<file path="src/verilog/mdp_pkg.sv">
// package for the phy mii data port: constants and types
package mdp_pkg;
  localparam int unsigned CLK_HZ          = 200_000_000;
  localparam int unsigned MII_FAST_HZ     = 25_000_000;
  localparam int unsigned MII_SLOW_HZ     = 2_500_000;
  // half period of each mii clock in system cycles
  localparam int unsigned HALF_FAST_CYC   = CLK_HZ / (2 * MII_FAST_HZ);
  localparam int unsigned HALF_SLOW_CYC   = CLK_HZ / (2 * MII_SLOW_HZ);
  localparam int unsigned DIV_W           = 6;
  localparam logic [DIV_W-1:0] DIV_RST    = 6'h00;
  localparam int unsigned NIB_W           = 4;
  localparam logic [NIB_W-1:0] NIB_RST    = 4'h0;

  typedef enum logic {
    MDP_SPD_10,
    MDP_SPD_100
  } mdp_speed_t;

  typedef enum logic [1:0] {
    MDP_RX_IDLE,
    MDP_RX_FRAME,
    MDP_RX_DRAIN
  } mdp_rx_state_t;
endpackage : mdp_pkg

</file>
<file path="src/verilog/mdp_data_port.sv">
// phy side mii data port: clocks, tx capture, rx drive, crs and col
`timescale 1ns/100ps
module mdp_data_port (
  // clock and reset
  input  wire logic                        i_mclk,
  input  wire logic                        i_srst,
  // link control
  input  wire mdp_pkg::mdp_speed_t         i_speed,
  input  wire logic                        i_full_duplex,
  // mii transmit pins (from mac)
  output logic                             o_tx_clk,
  input  wire logic                        i_tx_en,
  input  wire logic [mdp_pkg::NIB_W-1:0]   i_txd,
  // mii receive pins (to mac)
  output logic                             o_rx_clk,
  output logic [mdp_pkg::NIB_W-1:0]        o_rxd,
  output logic                             o_rx_dv,
  output logic                             o_rx_er,
  output logic                             o_crs,
  output logic                             o_col,
  // transmit stream to line coder
  output logic [mdp_pkg::NIB_W-1:0]        o_line_txd,
  output logic                             o_line_tx_vld,
  // receive stream from line decoder, one nibble per rx clock
  input  wire logic                        i_line_carrier,
  input  wire logic                        i_line_rx_vld,
  input  wire logic [mdp_pkg::NIB_W-1:0]   i_line_rxd,
  input  wire logic                        i_line_rx_err,
  input  wire logic                        i_line_collision
);
  import mdp_pkg::*;

  logic mii_clk;
  logic rise_en;
  logic fall_en;

  // one divider serves both mii clocks so tx and rx stay in phase
  mdp_clk_gen u_clk_gen (
    .i_mclk    (i_mclk),
    .i_srst    (i_srst),
    .i_speed   (i_speed),
    .o_mii_clk (mii_clk),
    .o_rise_en (rise_en),
    .o_fall_en (fall_en)
  );

  assign o_tx_clk = mii_clk;
  assign o_rx_clk = mii_clk;

  // transmit pins come from the mac domain: two flops each
  logic             tx_en_s1_r;
  logic             tx_en_s2_r;
  logic [NIB_W-1:0] txd_s1_r;
  logic [NIB_W-1:0] txd_s2_r;

  always_ff @(posedge i_mclk) begin
    if (i_srst) begin
      tx_en_s1_r <= 1'b0;
      tx_en_s2_r <= 1'b0;
      txd_s1_r   <= NIB_RST;
      txd_s2_r   <= NIB_RST;
    end else begin
      tx_en_s1_r <= i_tx_en;
      tx_en_s2_r <= tx_en_s1_r;
      txd_s1_r   <= i_txd;
      txd_s2_r   <= txd_s1_r;
    end
  end

  // sample the mac nibble at rising tx clock; sync delay is two system cycles, at most half a half period
  logic [NIB_W-1:0] ltxd_r;
  logic [NIB_W-1:0] ltxd_nxt;
  logic             ltx_vld_r;
  logic             ltx_vld_nxt;

  always_comb begin
    ltxd_nxt    = ltxd_r;
    ltx_vld_nxt = ltx_vld_r;
    if (rise_en) begin
      ltxd_nxt    = txd_s2_r;
      ltx_vld_nxt = tx_en_s2_r;
    end
  end

  always_ff @(posedge i_mclk) begin
    if (i_srst) begin
      ltxd_r    <= NIB_RST;
      ltx_vld_r <= 1'b0;
    end else begin
      ltxd_r    <= ltxd_nxt;
      ltx_vld_r <= ltx_vld_nxt;
    end
  end

  assign o_line_txd    = ltxd_r;
  assign o_line_tx_vld = ltx_vld_r;

  // receive: outputs change on the falling rx clock so the mac samples stable data at rise
  mdp_rx_state_t    rx_st_r;
  mdp_rx_state_t    rx_st_nxt;
  logic [NIB_W-1:0] rxd_r;
  logic [NIB_W-1:0] rxd_nxt;
  logic             rx_dv_r;
  logic             rx_dv_nxt;
  logic             rx_er_r;
  logic             rx_er_nxt;
  logic             rx_crs_r;
  logic             rx_crs_nxt;

  always_comb begin
    rx_st_nxt  = rx_st_r;
    rxd_nxt    = rxd_r;
    rx_dv_nxt  = rx_dv_r;
    rx_er_nxt  = rx_er_r;
    rx_crs_nxt = rx_crs_r;
    // carrier rises at once, independent of the rx clock
    if (i_line_carrier) begin
      rx_crs_nxt = 1'b1;
    end
    if (fall_en) begin
      rxd_nxt   = i_line_rx_vld ? i_line_rxd : NIB_RST;
      rx_dv_nxt = i_line_rx_vld;
      rx_er_nxt = i_line_rx_err;
      case (rx_st_r)
        MDP_RX_IDLE: begin
          if (i_line_carrier) begin
            rx_st_nxt = MDP_RX_FRAME;
          end else begin
            // a carrier blip between two rx clock edges must not leave crs stuck high
            rx_crs_nxt = 1'b0;
          end
        end
        MDP_RX_FRAME: begin
          if (!i_line_carrier) begin
            rx_st_nxt = MDP_RX_DRAIN;
          end
        end
        MDP_RX_DRAIN: begin
          // loss of carrier: drop crs on a clock edge only
          rx_crs_nxt = i_line_carrier;
          rx_st_nxt  = i_line_carrier ? MDP_RX_FRAME : MDP_RX_IDLE;
        end
        default: begin
          rx_st_nxt  = MDP_RX_IDLE;
          rx_crs_nxt = 1'b0;
        end
      endcase
    end
  end

  always_ff @(posedge i_mclk) begin
    if (i_srst) begin
      rx_st_r  <= MDP_RX_IDLE;
      rxd_r    <= NIB_RST;
      rx_dv_r  <= 1'b0;
      rx_er_r  <= 1'b0;
      rx_crs_r <= 1'b0;
    end else begin
      rx_st_r  <= rx_st_nxt;
      rxd_r    <= rxd_nxt;
      rx_dv_r  <= rx_dv_nxt;
      rx_er_r  <= rx_er_nxt;
      rx_crs_r <= rx_crs_nxt;
    end
  end

  assign o_rxd   = rxd_r;
  assign o_rx_dv = rx_dv_r;
  assign o_rx_er = rx_er_r;

  // carrier sense and collision, registered on the system clock, not on an mii clock
  logic crs_r;
  logic crs_nxt;
  logic col_r;
  logic col_nxt;

  always_comb begin
    if (i_full_duplex) begin
      crs_nxt = rx_crs_nxt;
      col_nxt = 1'b0;
    end else begin
      // own transmission falls with the tx enable, which the mac drives on tx clock
      crs_nxt = rx_crs_nxt | tx_en_s2_r;
      col_nxt = i_line_collision;
    end
  end

  always_ff @(posedge i_mclk) begin
    if (i_srst) begin
      crs_r <= 1'b0;
      col_r <= 1'b0;
    end else begin
      crs_r <= crs_nxt;
      col_r <= col_nxt;
    end
  end

  assign o_crs = crs_r;
  assign o_col = col_r;
endmodule : mdp_data_port

</file>
<file path="src/verilog/mdp_clk_gen.sv">
// mii clock generator: divides the system clock to 25 or 2.5 mhz
`timescale 1ns/100ps
module mdp_clk_gen (
  // clock and reset
  input  wire logic              i_mclk,
  input  wire logic              i_srst,
  // speed select
  input  wire mdp_pkg::mdp_speed_t i_speed,
  // generated clock and edge enables
  output logic                   o_mii_clk,
  output logic                   o_rise_en,
  output logic                   o_fall_en
);
  import mdp_pkg::*;

  logic [DIV_W-1:0] cnt_r;
  logic [DIV_W-1:0] cnt_nxt;
  logic             clk_r;
  logic             clk_nxt;
  logic [DIV_W-1:0] half_lim;
  logic             wrap;

  always_comb begin
    // speed change takes effect in the current half period, which ends at once if the count is past the new limit; no runt pulse
    half_lim = (i_speed == MDP_SPD_100) ? DIV_W'(HALF_FAST_CYC - 1) : DIV_W'(HALF_SLOW_CYC - 1);
    wrap     = (cnt_r >= half_lim);
    cnt_nxt  = wrap ? DIV_RST : cnt_r + 6'h01;
    clk_nxt  = wrap ? ~clk_r : clk_r;
  end

  always_ff @(posedge i_mclk) begin
    if (i_srst) begin
      cnt_r <= DIV_RST;
      clk_r <= 1'b0;
    end else begin
      cnt_r <= cnt_nxt;
      clk_r <= clk_nxt;
    end
  end

  assign o_mii_clk = clk_r;
  assign o_rise_en = wrap & ~clk_r;
  assign o_fall_en = wrap & clk_r;
endmodule : mdp_clk_gen

</file>
<file path="config.mk">
export PLATFORM = sky130hd
export DESIGN_NAME = mdp_data_port
export DESIGN_NICKNAME = d
export VERILOG_FILES = /design/src/verilog/mdp_pkg.sv /design/src/verilog/mdp_data_port.sv /design/src/verilog/mdp_clk_gen.sv
export SDC_FILE = /design/constraint.sdc
export NUM_CORES = 1
export LEC_CHECK = 0
export ABC_CLOCK_PERIOD_IN_PS = 1500
export BUFFER_PORTS_ARGS = -buffer_cell sky130_fd_sc_hd__buf_4
export CAP_MARGIN = 25
export CORE_MARGIN = 8
export CORE_UTILIZATION = 45
export CTS_CLUSTER_SIZE = 10
export DETAILED_ROUTE_END_ITERATION = 8
export PLACE_DENSITY = 0.73
export SETUP_SLACK_MARGIN = 0.05
export SLEW_MARGIN = 40
export SYNTH_ARGS = -nofsm -noshare
export SYNTH_HDL_FRONTEND = slang
export SYNTH_SLANG_ARGS = --single-unit
</file>
<file path="constraint.sdc">
create_clock -name i_mclk -period 1.5 [get_ports i_mclk]
set_input_delay 0.15 -clock i_mclk [delete_from_list [all_inputs] [get_ports i_mclk]]
set_output_delay 0.15 -clock i_mclk [all_outputs]
set_load 0.02 [all_outputs]
</file>
**Word-level counts from Yosys, hierarchy flattened**

Index checks and enable logic that the tools add are counted.

- Shifts and indexed selects: 0
- Div/mod/pow operators: 0
- $add $sub $neg: 1
- Reduce and logical (&&, ||, !) cells: 4
- Mux-type cells: 11
- $mul: 0
- Eq/ne operators: 4
- $lt $le $gt $ge: 1
- Bitwise operators: 4

Operators with widths:

| operator | count |
|---|---|
| $add 6x1->6 const B | 1 |
| $ge 6x6->1 | 1 |
| $mux 6 | 1 |
| $pmux 2 s3 | 1 |
| $mux 1 | 5 |
| $mux 2 | 2 |
| $mux 4 | 1 |
| $ne 2x2->1 const B | 2 |
| $reduce_or 2->1 | 2 |
| $pmux 1 s3 | 1 |
| $reduce_and 3->1 | 1 |
| $and 1x1->1 | 2 |
| $eq 2x1->1 const B | 1 |
| $eq 2x2->1 const B | 1 |
| $logic_not 2->1 | 1 |
| $not 1->1 | 1 |
| $or 1x1->1 | 1 |

- Flip-flop bits (word level): 33
- Memories kept: 0
- Memory bits (read-only): 0
- Input port bits: 17
- Word-level logic and storage cells: 40
- Latch bits: 0
- Output and inout bits: 15
- Memory bits (writable): 0

**Depth between registers and ports, before layout**

Gate-level depths: netlist of the first run.

- Depth after elaboration: 6
- Gate-level depth with buffers: 6

**By module**

A second synthesis of the first run with hierarchy kept.

- Cells, all modules: 120
- Area, all modules: 1242.4 sq um

Modules (own cells, without submodules):

| module | sequential area each (sq um) | times used | cells each | area an instance (sq um) |
|---|---|---|---|---|
| mdp_data_port | 520.5 | 1 | 84 | 920.9 |
| mdp_clk_gen | 140.1 | 1 | 36 | 321.6 |

**Least setup slack after synthesis of the first run**

Ideal clock, no wire load.

- Path kind: register to register
- Start: register u_clk_gen.cnt_r[2]
- End: register ltx_vld_r (netlist: o_line_tx_vld)
- Arrival time: 1.422 ns
- Library setup time: 0.128 ns
- Clock period less this slack: 1.550 ns
- Cell stages (with the launch flop): 6
- Slack: -0.050 ns
- Required time: 1.372 ns
- Buffers on the path: 0
- Cells stage by stage: dfxtp_1 ha_1 nand2_1 a211oi_2 mux2i_1 nor2_1

- Longest elaborated chain between the ends: 2

Ends and longest elaborated chain:

| what | RTL line | source |
|---|---|---|
| start: declaration | mdp_clk_gen.sv:16 | `logic [DIV_W-1:0] cnt_r;` |
| start signal: assignment | mdp_clk_gen.sv:36 | `cnt_r <= cnt_nxt;` |
| $ge 6x6->1 | mdp_clk_gen.sv:26 | `wrap = (cnt_r >= half_lim);` |
| $and 1x1->1 | mdp_clk_gen.sv:42 | `assign o_rise_en = wrap & ~clk_r;` |
| end signal: assignment | mdp_data_port.sv:91 | `ltx_vld_r <= ltx_vld_nxt;` |
| end: declaration | mdp_data_port.sv:73 | `logic ltx_vld_r;` |

Every way passes these cells.
A chain may end at the register's enable or synchronous reset.

**Worst setup path after layout of the first run**

Ends and elaborated chain as after synthesis.

==> flow_summary_export.csv, run 1 <==
group,metric,value,unit
power,peakVddDrop,0.858,mV
sta,layout_worst_path_cycle_share,97.7,%
power,finalPower,1.65,mW
worst_setup_path,worst-setup-path-type,"reg -> reg",
worst_setup_path,cp-startpoint,"u_clk_gen.cnt_r[2]",
worst_setup_path,cp_num_buf_inv,1,
grt,grt_overflow_total,0,
synth,syn_nets,135,
synth,synth_cell_types,25,
detailed_routing,dr.pass1.iters,4,
run_status,status,"complete, no violations",
cts,clk_latency,330,ps
worst_setup_path,crit_path_top_delay_cell,"dfxtp_2",
synth,async_reset_ff_share,0,%
worst_hold_path,hp-class,"in -> reg",
synth,avgSynthCellArea,10.4,µm²
synth,synth_warnings,0,
worst_setup_path,critPathLaunchType,"register",
cts,hold_buffers,0,
finish,final_common_cell,"buf_4",
finish,final_cell_mix,"37 x buf_4, 30 x dfxtp_1, 15 x nor2_1",
detailed_routing,wire_per_inst,12.8,µm
placed_design,gp_congestion,0.754,
grt,antenna_found_initial,0,
worst_setup_path,crit_path_max_fanout,5,
detailed_routing,drc,0,
detailed_routing,avgViaCountPerCell,4.83,
worst_setup_path,crit_required,1710,ps
finish,finalNetCount,176,
finish,filler_cell_count,200,
sta,rsz0062_at_grt,"yes",
worst_setup_path,path_delay_family,"flip-flops",
sta,fin_hold_ws,25.3,ps
placed_design,dp_hpwl,1650,µm
synth,synth-main-ff-cell,"dfxtp_1",
sta,slew_violations,0,
floorplan,die_y,67.6,µm
finish,layout-drive-gt1-share,41.4,%
detailed_routing,vias,904,
finish,area_growth,38.6,%
floorplan,initial_core_util,47.8,%
sta,worstMarginPinSlew,282,ps
sta,setup-tns-final,0,ps
synth,syn-cell-area,1200,µm²
cts,htreeDepth,2,
synth,syn_inst,115,
floorplan,die-area,4560,µm²
power,cellLeakagePower,0.669,nW
sta,relSlewSlack,81.2,%
sta,min_period,1470,ps
cts,tritoncts,"built",
floorplan,placementRows,18,
worst_hold_path,hold_start,"i_line_collision",
finish,num_antenna_cells,0,
sta,hold_violations,0,
sta,fin_skew,10.9,ps
grt,grt_pass1_wl,3730,µm
cts,cts_buffer_depth,2,
placed_design,portBuffers,31,
synth,seq_area_frac_synth,55.2,%
worst_setup_path,crit-reg2reg-launch,"u_clk_gen.cnt_r[2]",
run,max-cap-violations,0,
cts,clock-root-buffer,"clkbuf_4",
worst_setup_path,slowest_delay,350,ps
synth,synth-seq-cells,33,
sta,fmax,683,MHz
cts,cts_buffers,5,
synth,synth_edf_count,0,
finish,regArea,664,µm²
power,power.density,996,nW/µm²
cts,clkTransAtPathRegs,90,ps
grt,grt_usage,11.1,%
detailed_routing,wl,2390,µm
floorplan,io_pins,32,
grt,grt_pass1_vias,901,
worst_setup_path,ff2ff_setup_slack,30,ps
finish,multiInputGateArea,582,µm²
worst_setup_path,end_kind,"register",
worst_setup_path,crit_chain,"ha_4 > nand2_8 > a211oi_4 > buf_6 > mux2i_1 > nor2_1",
grt,grt_start_max_net_pins,28,
detailed_routing,final_antenna_net_count,0,
floorplan,die_x,67.6,µm
floorplan,design.core.area,2500,µm²
sta,setup_viol_count_final,0,
cts,clock-sinks,33,
worst_setup_path,crit_arrival,1670,ps
detailed_routing,drt_iter0_drc,43,
[per-layer routing]
layer | vias to the layer above | global-route usage (%) | wire length, µm | part of all wire (%)
met3 | 5 | 6.13 | 196 | 8.2
met5 | - | 0 | 0 | 0
met1 | 408 | 11.3 | 1020 | 42
met4 | 0 | 5.48 | 34 | 1.4
met2 | 26 | 18.0 | 1150 | 48
li1 | 465 | - | - | -
[synthesized netlist by cell type, types with 2 or more instances]
cell type | n | area share [%]
ha_1 | 3 | 3.1
a21oi_1 | 5 | 2.1
a21oi_2 | 2 | 1.5
mux2i_1 | 8 | 6.7
xor2_1 | 2 | 1.5
xnor2_1 | 3 | 2.2
nand2_1 | 2 | 0.63
clkbuf_1 | 3 | 0.94
o21ai_0 | 2 | 0.84
dfxtp_1 | 33 | 55
nor2_1 | 18 | 5.6
nand2b_1 | 5 | 2.6
nand3_1 | 7 | 2.9
nor2b_1 | 10 | 5.2
buf_4 | 2 | 1.3
[kinds of logic (layout without fill, tap and decap cells)]
logic type,Yosys count,after routing,synth area share (%)
mux,8,8,6.69
xor+xnor,5,5,3.66
compound gates,12,13,7.32
flops,33,33,55.2
buf+inv,7,48,2.93
fa+ha+maj,3,3,3.14
simple gates,47,47,21.0
[stage by stage]
stage / utilization, % / cell area, µm² / instances / setup slack (ps)
CTS: 64.6 / 1610 / 185 / 34.2
finish: 66.3 / 1660 / 187 / 34.9
global route: 66.3 / 1660 / 187 / -32.2
global placement: 59.0 / 1480 / 174 / -2.17
floorplan: - / 1210 / 115 / 27.9
detailed placement: 59.0 / 1480 / 174 / -64.1
[report_power, final]
part | internal (mW) | switching, mW | leakage, nW
combinational | 0.0948 | 0.0861 | 0.357
clock | 0.271 | 0.281 | 0.0413
sequential | 0.906 | 0.0118 | 0.271
[state kept, by name, summed over array words and instances, names as in the netlist]
name,cells
rx_st_r,2
txd_s2_r,4
tx_en_s2_r,1
o_rxd,4
txd_s1_r,4
o_line_tx_vld,1
o_rx_dv,1
o_col,1
tx_en_s1_r,1
o_crs,1
u_clk_gen.cnt_r,6
u_clk_gen.o_mii_clk,1
o_line_txd,4
o_rx_er,1
rx_crs_r,1
[layout make-up]
| type | count | share of cell area (%) |
|---|---|---|
| clock buffers | 7 | 3.92 |
| multi-input cells | 76 | 35.1 |
| inverters | 1 | 0.226 |
| flip-flops and latches | 33 | 40.1 |
| repair buffers | 39 | 18.1 |
| well taps | 30 | 2.26 |
| clock inverters | 1 | 0.302 |
[final timing paths]
check | end | depth (start not counted)
setup / recovery | o_line_tx_vld | 6
hold / removal | o_col | 2
setup reg to reg | o_line_tx_vld | 6
hold reg to reg | u_clk_gen.cnt_r[0] | 1
[timing repair]
| item | CTS | global route |
|---|---|---|
| endpoints found under the setup margin | 22 | 22 |
| gates resized for setup | 11 | 9 |
| setup buffers | 3 | 2 |
| gates cloned | 0 | 1 |
| pin swaps | 4 | 4 |
| hold endpoints to repair | 0 | 0 |
Power figures use the tool's default switching activity.
==> inputs of run 2 (changes only) <==
--- a/config.mk
+++ b/config.mk
@@ -7,3 +7,3 @@
 export LEC_CHECK = 0
-export ABC_CLOCK_PERIOD_IN_PS = 1500
+export ABC_CLOCK_PERIOD_IN_PS = 1900
 export BUFFER_PORTS_ARGS = -buffer_cell sky130_fd_sc_hd__buf_4
@@ -11,6 +11,6 @@
 export CORE_MARGIN = 8
-export CORE_UTILIZATION = 45
+export CORE_UTILIZATION = 54
 export CTS_CLUSTER_SIZE = 10
 export DETAILED_ROUTE_END_ITERATION = 8
-export PLACE_DENSITY = 0.73
+export PLACE_DENSITY = 0.82
 export SETUP_SLACK_MARGIN = 0.05
==> constraint.sdc (replaced) <==
create_clock -name i_mclk -period 1.9 [get_ports i_mclk]
set_input_delay 0.19 -clock i_mclk [delete_from_list [all_inputs] [get_ports i_mclk]]
set_output_delay 0.19 -clock i_mclk [all_outputs]
set_load 0.05 [all_outputs]
==> run 2 against run 1 <==
Sequential share of layout area up 4.4 points; global-route usage grew 1.7 points; critical path depth shrank 1; first-iteration DRC count down 79%; via count decreased by 3.4%; design area is 10% lower; combinational power down 36%; clock power decreased by 36%; register-to-register slack improved by 160 ps; non-clock buffer count is 8 lower.
==> flow_summary_export.csv, run 2 (same netlist as run 1, synthesis figures left out) <==
group,metric,value,unit
finish,fin_cells,176,
finish,area_growth,24.1,%
floorplan,die_y,63.1,µm
placed_design,portBuffers,31,
cts,clk_latency,320,ps
sta,min_period,1710,ps
grt,grt_start_max_net_pins,28,
power,peakVddDrop,0.565,mV
power,p_int,0.909,mW
grt,grt_pass1_vias,901,
sta,setup_viol_count_final,0,
worst_setup_path,crit_path_max_fanout,5,
sta,setup-tns-final,0,ps
finish,finalNetCount,167,
detailed_routing,wl,2250,µm
detailed_routing,drc,0,
floorplan,initial_core_util,55.7,%
floorplan,die_x,63.1,µm
placed_design,dp.cells,168,
cts,clock-root-buffer,"clkbuf_4",
sta,fmax,586,MHz
finish,final_cell_mix,"33 x dfxtp_1, 31 x buf_4, 18 x nor2_1",
finish,layout-drive-gt1-share,29.1,%
power,cellLeakagePower,0.615,nW
finish,final_common_cell,"dfxtp_1",
worst_setup_path,crit_required,2110,ps
detailed_routing,drt_iter0_drc,9,
power,clkPwrFrac,29.7,%
placed_design,dp_hpwl,1700,µm
sta,worstMarginPinSlew,559,ps
power,switchingPower,0.289,mW
cts,clock-sinks,33,
power,finalPower,1.20,mW
floorplan,placementRows,17,
sta,rsz0062_at_grt,"no",
cts,cts_buffers,5,
run,max-cap-violations,0,
cts,post_cts_buffers,0,
detailed_routing,avgViaCountPerCell,4.96,
floorplan,design.core.area,2150,µm²
worst_setup_path,critPathLaunchType,"register",
placed_design,gp_congestion,0.773,
floorplan,die-area,3980,µm²
finish,regMostFlops,"u_clk_gen.cnt_r",
floorplan,io_pins,32,
cts,hold_buffers,0,
sta,fin_skew,3.63,ps
cts,htreeDepth,2,
sta,relSlewSlack,62.7,%
detailed_routing,final_antenna_net_count,0,
worst_setup_path,crit_arrival,1920,ps
grt,grt_usage,12.8,%
power,p_comb_share,9.6,%
power,seqPwrFrac,60.6,%
worst_setup_path,ff2ff_setup_slack,190,ps
run_status,status,"complete, no violations",
cts,cts_buffer_depth,2,
detailed_routing,wire_per_inst,12.8,µm
worst_setup_path,worst-setup-path-type,"reg -> reg",
power,swShare,24.1,%
power,power.density,807,nW/µm²
sta,hold_violations,0,
cts,tritoncts,"built",
detailed_routing,vias,873,
grt,antenna_found_initial,0,
sta,layout_worst_path_cycle_share,89.9,%
cts,post_cts_resized,0,
grt,grt_pass1_wl,4090,µm
finish,largest_reg_flops,6,
grt,grt_overflow_total,0,
cts,clkTransAtPathRegs,90,ps
sta,slew_violations,0,
worst_hold_path,hp-class,"in -> reg",
detailed_routing,dr.pass1.iters,4,
worst_setup_path,end_kind,"register",
finish,num_antenna_cells,0,
-- run 2: changes by cell type in the layout (fill, tap and decap cells not counted), sizes merged --
| cell | before | now |
|---|---|---|
| a21oi | 8 | 7 |
| buf | 39 | 31 |
| clkinv | 1 | 2 |
| clkbuf | 7 | 6 |
-- run 2: area by class of cell --
class                   count  area [µm²]
flip-flops and latches     33         661
multi-input cells          75         500
repair buffers             31         233
well taps                  28        35.0
clock buffers               6        41.3
inverters                   1        3.75
clock inverters             2        10.0
fillers                   188         664
-- run 2: metal layers --
metal	part of all wire, %	wire length [µm]	track usage, %	up-vias
li1	-	-	-	442
met1	43	959	14.1	402
met2	48	1090	19.8	23
met3	6.7	150	5.65	6
met4	2.4	53	7.69	0
met5	0	0	0	-
-- run 2: path summary, 6_finish.rpt --
kind | startpoint | endpoint | cells after the start
worst max-delay path | u_clk_gen.cnt_r[2] | o_line_txd[2] | 5
worst min-delay path | i_line_collision | o_col | 2
worst max register to register | u_clk_gen.cnt_r[2] | o_line_txd[2] | 5
worst min register to register | tx_en_s1_r | tx_en_s2_r | 1
-- run 2: through the flow --
step	hold WS (ps)	worst slack [ps]	instance area, µm²	util, %
after global placement	397	273	1430	66.7
after global routing	69.5	65.9	1480	69.1
final	72.6	192	1480	69.1
after floorplan	312	281	1200	-
after detailed placement	400	196	1430	66.7
after CTS	64.6	181	1480	69.1
-- run 2: power groups by stage --
stage	Clock [mW]	Sequential, mW	Combinational, mW
finish	0.356	0.726	0.115
floorplan	0	0.757	0.0580
global placement	0	0.741	0.112
detailed placement	0	0.743	0.116
global route	0.396	0.729	0.128
CTS	0.368	0.727	0.116
-- run 2: worst max-delay path: stages (launching register included) --
cell,delay (ps)
dfxtp_1,350
ha_1,280
nand2_1,120
a211oi_2,540
mux2i_1,260
nor2_1,50
==> inputs of run 3 (changes only) <==
ABC_CLOCK_PERIOD_IN_PS = unset   (was 1900)
CTS_BUF_LIST = sky130_fd_sc_hd__clkbuf_16   (was unset)
==> run 3 against run 2 <==
Die area did not move; sequential power about the same; via count is the same; largest power group is now the clock network; highest routed layer unchanged.
==> flow_summary_export.csv, run 3 (same netlist as run 1, synthesis figures left out) <==
group,metric,value,unit
cts,cts_buffers,5,
cts,clk_latency,270,ps
placed_design,gp_congestion,0.773,
power,peakVddDrop,0.787,mV
floorplan,die-area,3980,µm²
sta,fmax,584,MHz
sta,slew_violations,0,
grt,grt_pass1_wl,4150,µm
placed_design,dpl_cell_area,1430,µm²
placed_design,portBuffers,31,
finish,area_growth,31.4,%
grt,grt_usage,13.2,%
finish,final_area,1570,µm²
cts,post_cts_resized,0,
detailed_routing,dr.pass1.iters,4,
sta,rsz0062_at_grt,"no",
power,switchingPower,0.337,mW
detailed_routing,vias,873,
detailed_routing,drt_iter0_drc,20,
worst_setup_path,end_kind,"register",
sta,relSlewSlack,62.7,%
worst_setup_path,crit_arrival,1870,ps
cts,tritoncts,"built",
grt,antenna_found_initial,0,
sta,fin_skew,1.88,ps
power,power.density,1010,nW/µm²
detailed_routing,final_antenna_net_count,0,
finish,largest_reg_flops,6,
worst_setup_path,crit_path_max_fanout,5,
floorplan,io_pins,32,
run,max-cap-violations,0,
placed_design,dp_hpwl,1700,µm
cts,htreeDepth,2,
finish,final_cell_mix,"33 x dfxtp_1, 31 x buf_4, 18 x nor2_1",
power,swShare,21.3,%
grt,grt_pass1_vias,910,
cts,clock-sinks,33,
worst_setup_path,worst-setup-path-type,"reg -> reg",
finish,num_antenna_cells,0,
floorplan,die_x,63.1,µm
finish,regMostFlops,"u_clk_gen.cnt_r",
detailed_routing,wire_per_inst,13.4,µm
detailed_routing,drc,0,
sta,fin_hold_ws,123,ps
detailed_routing,avgViaCountPerCell,4.96,
detailed_routing,wl,2370,µm
worst_setup_path,critPathLaunchType,"register",
finish,final_common_cell,"dfxtp_1",
power,seqPwrFrac,46.1,%
grt,grt_overflow_total,0,
cts,cts_buffer_depth,2,
worst_setup_path,crit_required,2050,ps
floorplan,die_y,63.1,µm
floorplan,design.core.area,2150,µm²
cts,hold_buffers,0,
floorplan,placementRows,17,
sta,worstMarginPinSlew,560,ps
finish,layout-drive-gt1-share,29.1,%
sta,setup_viol_count_final,0,
finish,filler_cell_count,175,
floorplan,initial_core_util,55.7,%
sta,hold_violations,0,
sta,layout_worst_path_cycle_share,90.2,%
cts,clkTransAtPathRegs,50,ps
worst_hold_path,hp-class,"in -> reg",
power,p_int,1.24,mW
run_status,status,"complete, no violations",
sta,setup-tns-final,0,ps
power,cellLeakagePower,0.658,nW
cts,clock-root-buffer,"clkbuf_16",
finish,finalNetCount,167,
sta,min_period,1710,ps
power,clkPwrFrac,46.6,%
power,p_comb_share,7.3,%
grt,grt_start_max_net_pins,28,
cts,post_cts_buffers,0,
power,finalPower,1.58,mW
==> run 3: path summary, 6_finish.rpt <==
kind,depth (start not counted),slack [ps],endpoint,startpoint
worst max-delay path,5,190,o_line_txd[2],u_clk_gen.cnt_r[2]
worst min-delay path,2,120,o_col,i_line_collision
worst max register to register,5,190,o_line_txd[2],u_clk_gen.cnt_r[2]
worst min register to register,1,430,tx_en_s2_r,tx_en_s1_r
==> run 3: worst max-delay path, stage by stage (launching register included) <==
cell and delay, ps:
dfxtp_1 330, ha_1 280, nand2_1 120, a211oi_2 540, mux2i_1 270, nor2_1 50
==> run 3: power groups by stage <==
stage                     registers (mW)  clock network (mW)  logic [mW]
after detailed placement           0.743                   0       0.116
after global routing               0.730               0.775       0.128
final                              0.729               0.736       0.116
after floorplan                    0.757                   0      0.0580
after global placement             0.741                   0       0.112
after CTS                          0.729               0.747       0.117
==> run 3: routing by layer <==
layer  part of all wire, %  up-vias  track usage (%)
li1                      -      442                -
met1                    41      395             14.2
met2                    49       29             20.7
met3                   7.1        7             5.65
met4                   2.4        0             8.55
met5                     0        -                0
==> run 3: metrics by stage <==
| step | setup WS, ps | instances | util [%] |
|---|---|---|---|
| finish | 187 | 176 | 73.2 |
| global placement | 273 | 168 | 66.7 |
| detailed placement | 196 | 168 | 66.7 |
| floorplan | 281 | 115 | - |
| global route | 73.5 | 176 | 73.2 |
| CTS | 175 | 176 | 73.2 |
==> run 3: cell type report <==
class                   instances  area, µm²  share of cell area [%]
inverters                       1       3.75                   0.239
flip-flops and latches         33        661                    42.0
repair buffers                 31        233                    14.8
well taps                      28       35.0                    2.23
clock inverters                 3       13.8                   0.876
multi-input cells              75        500                    31.8
clock buffers                   5        125                    7.96
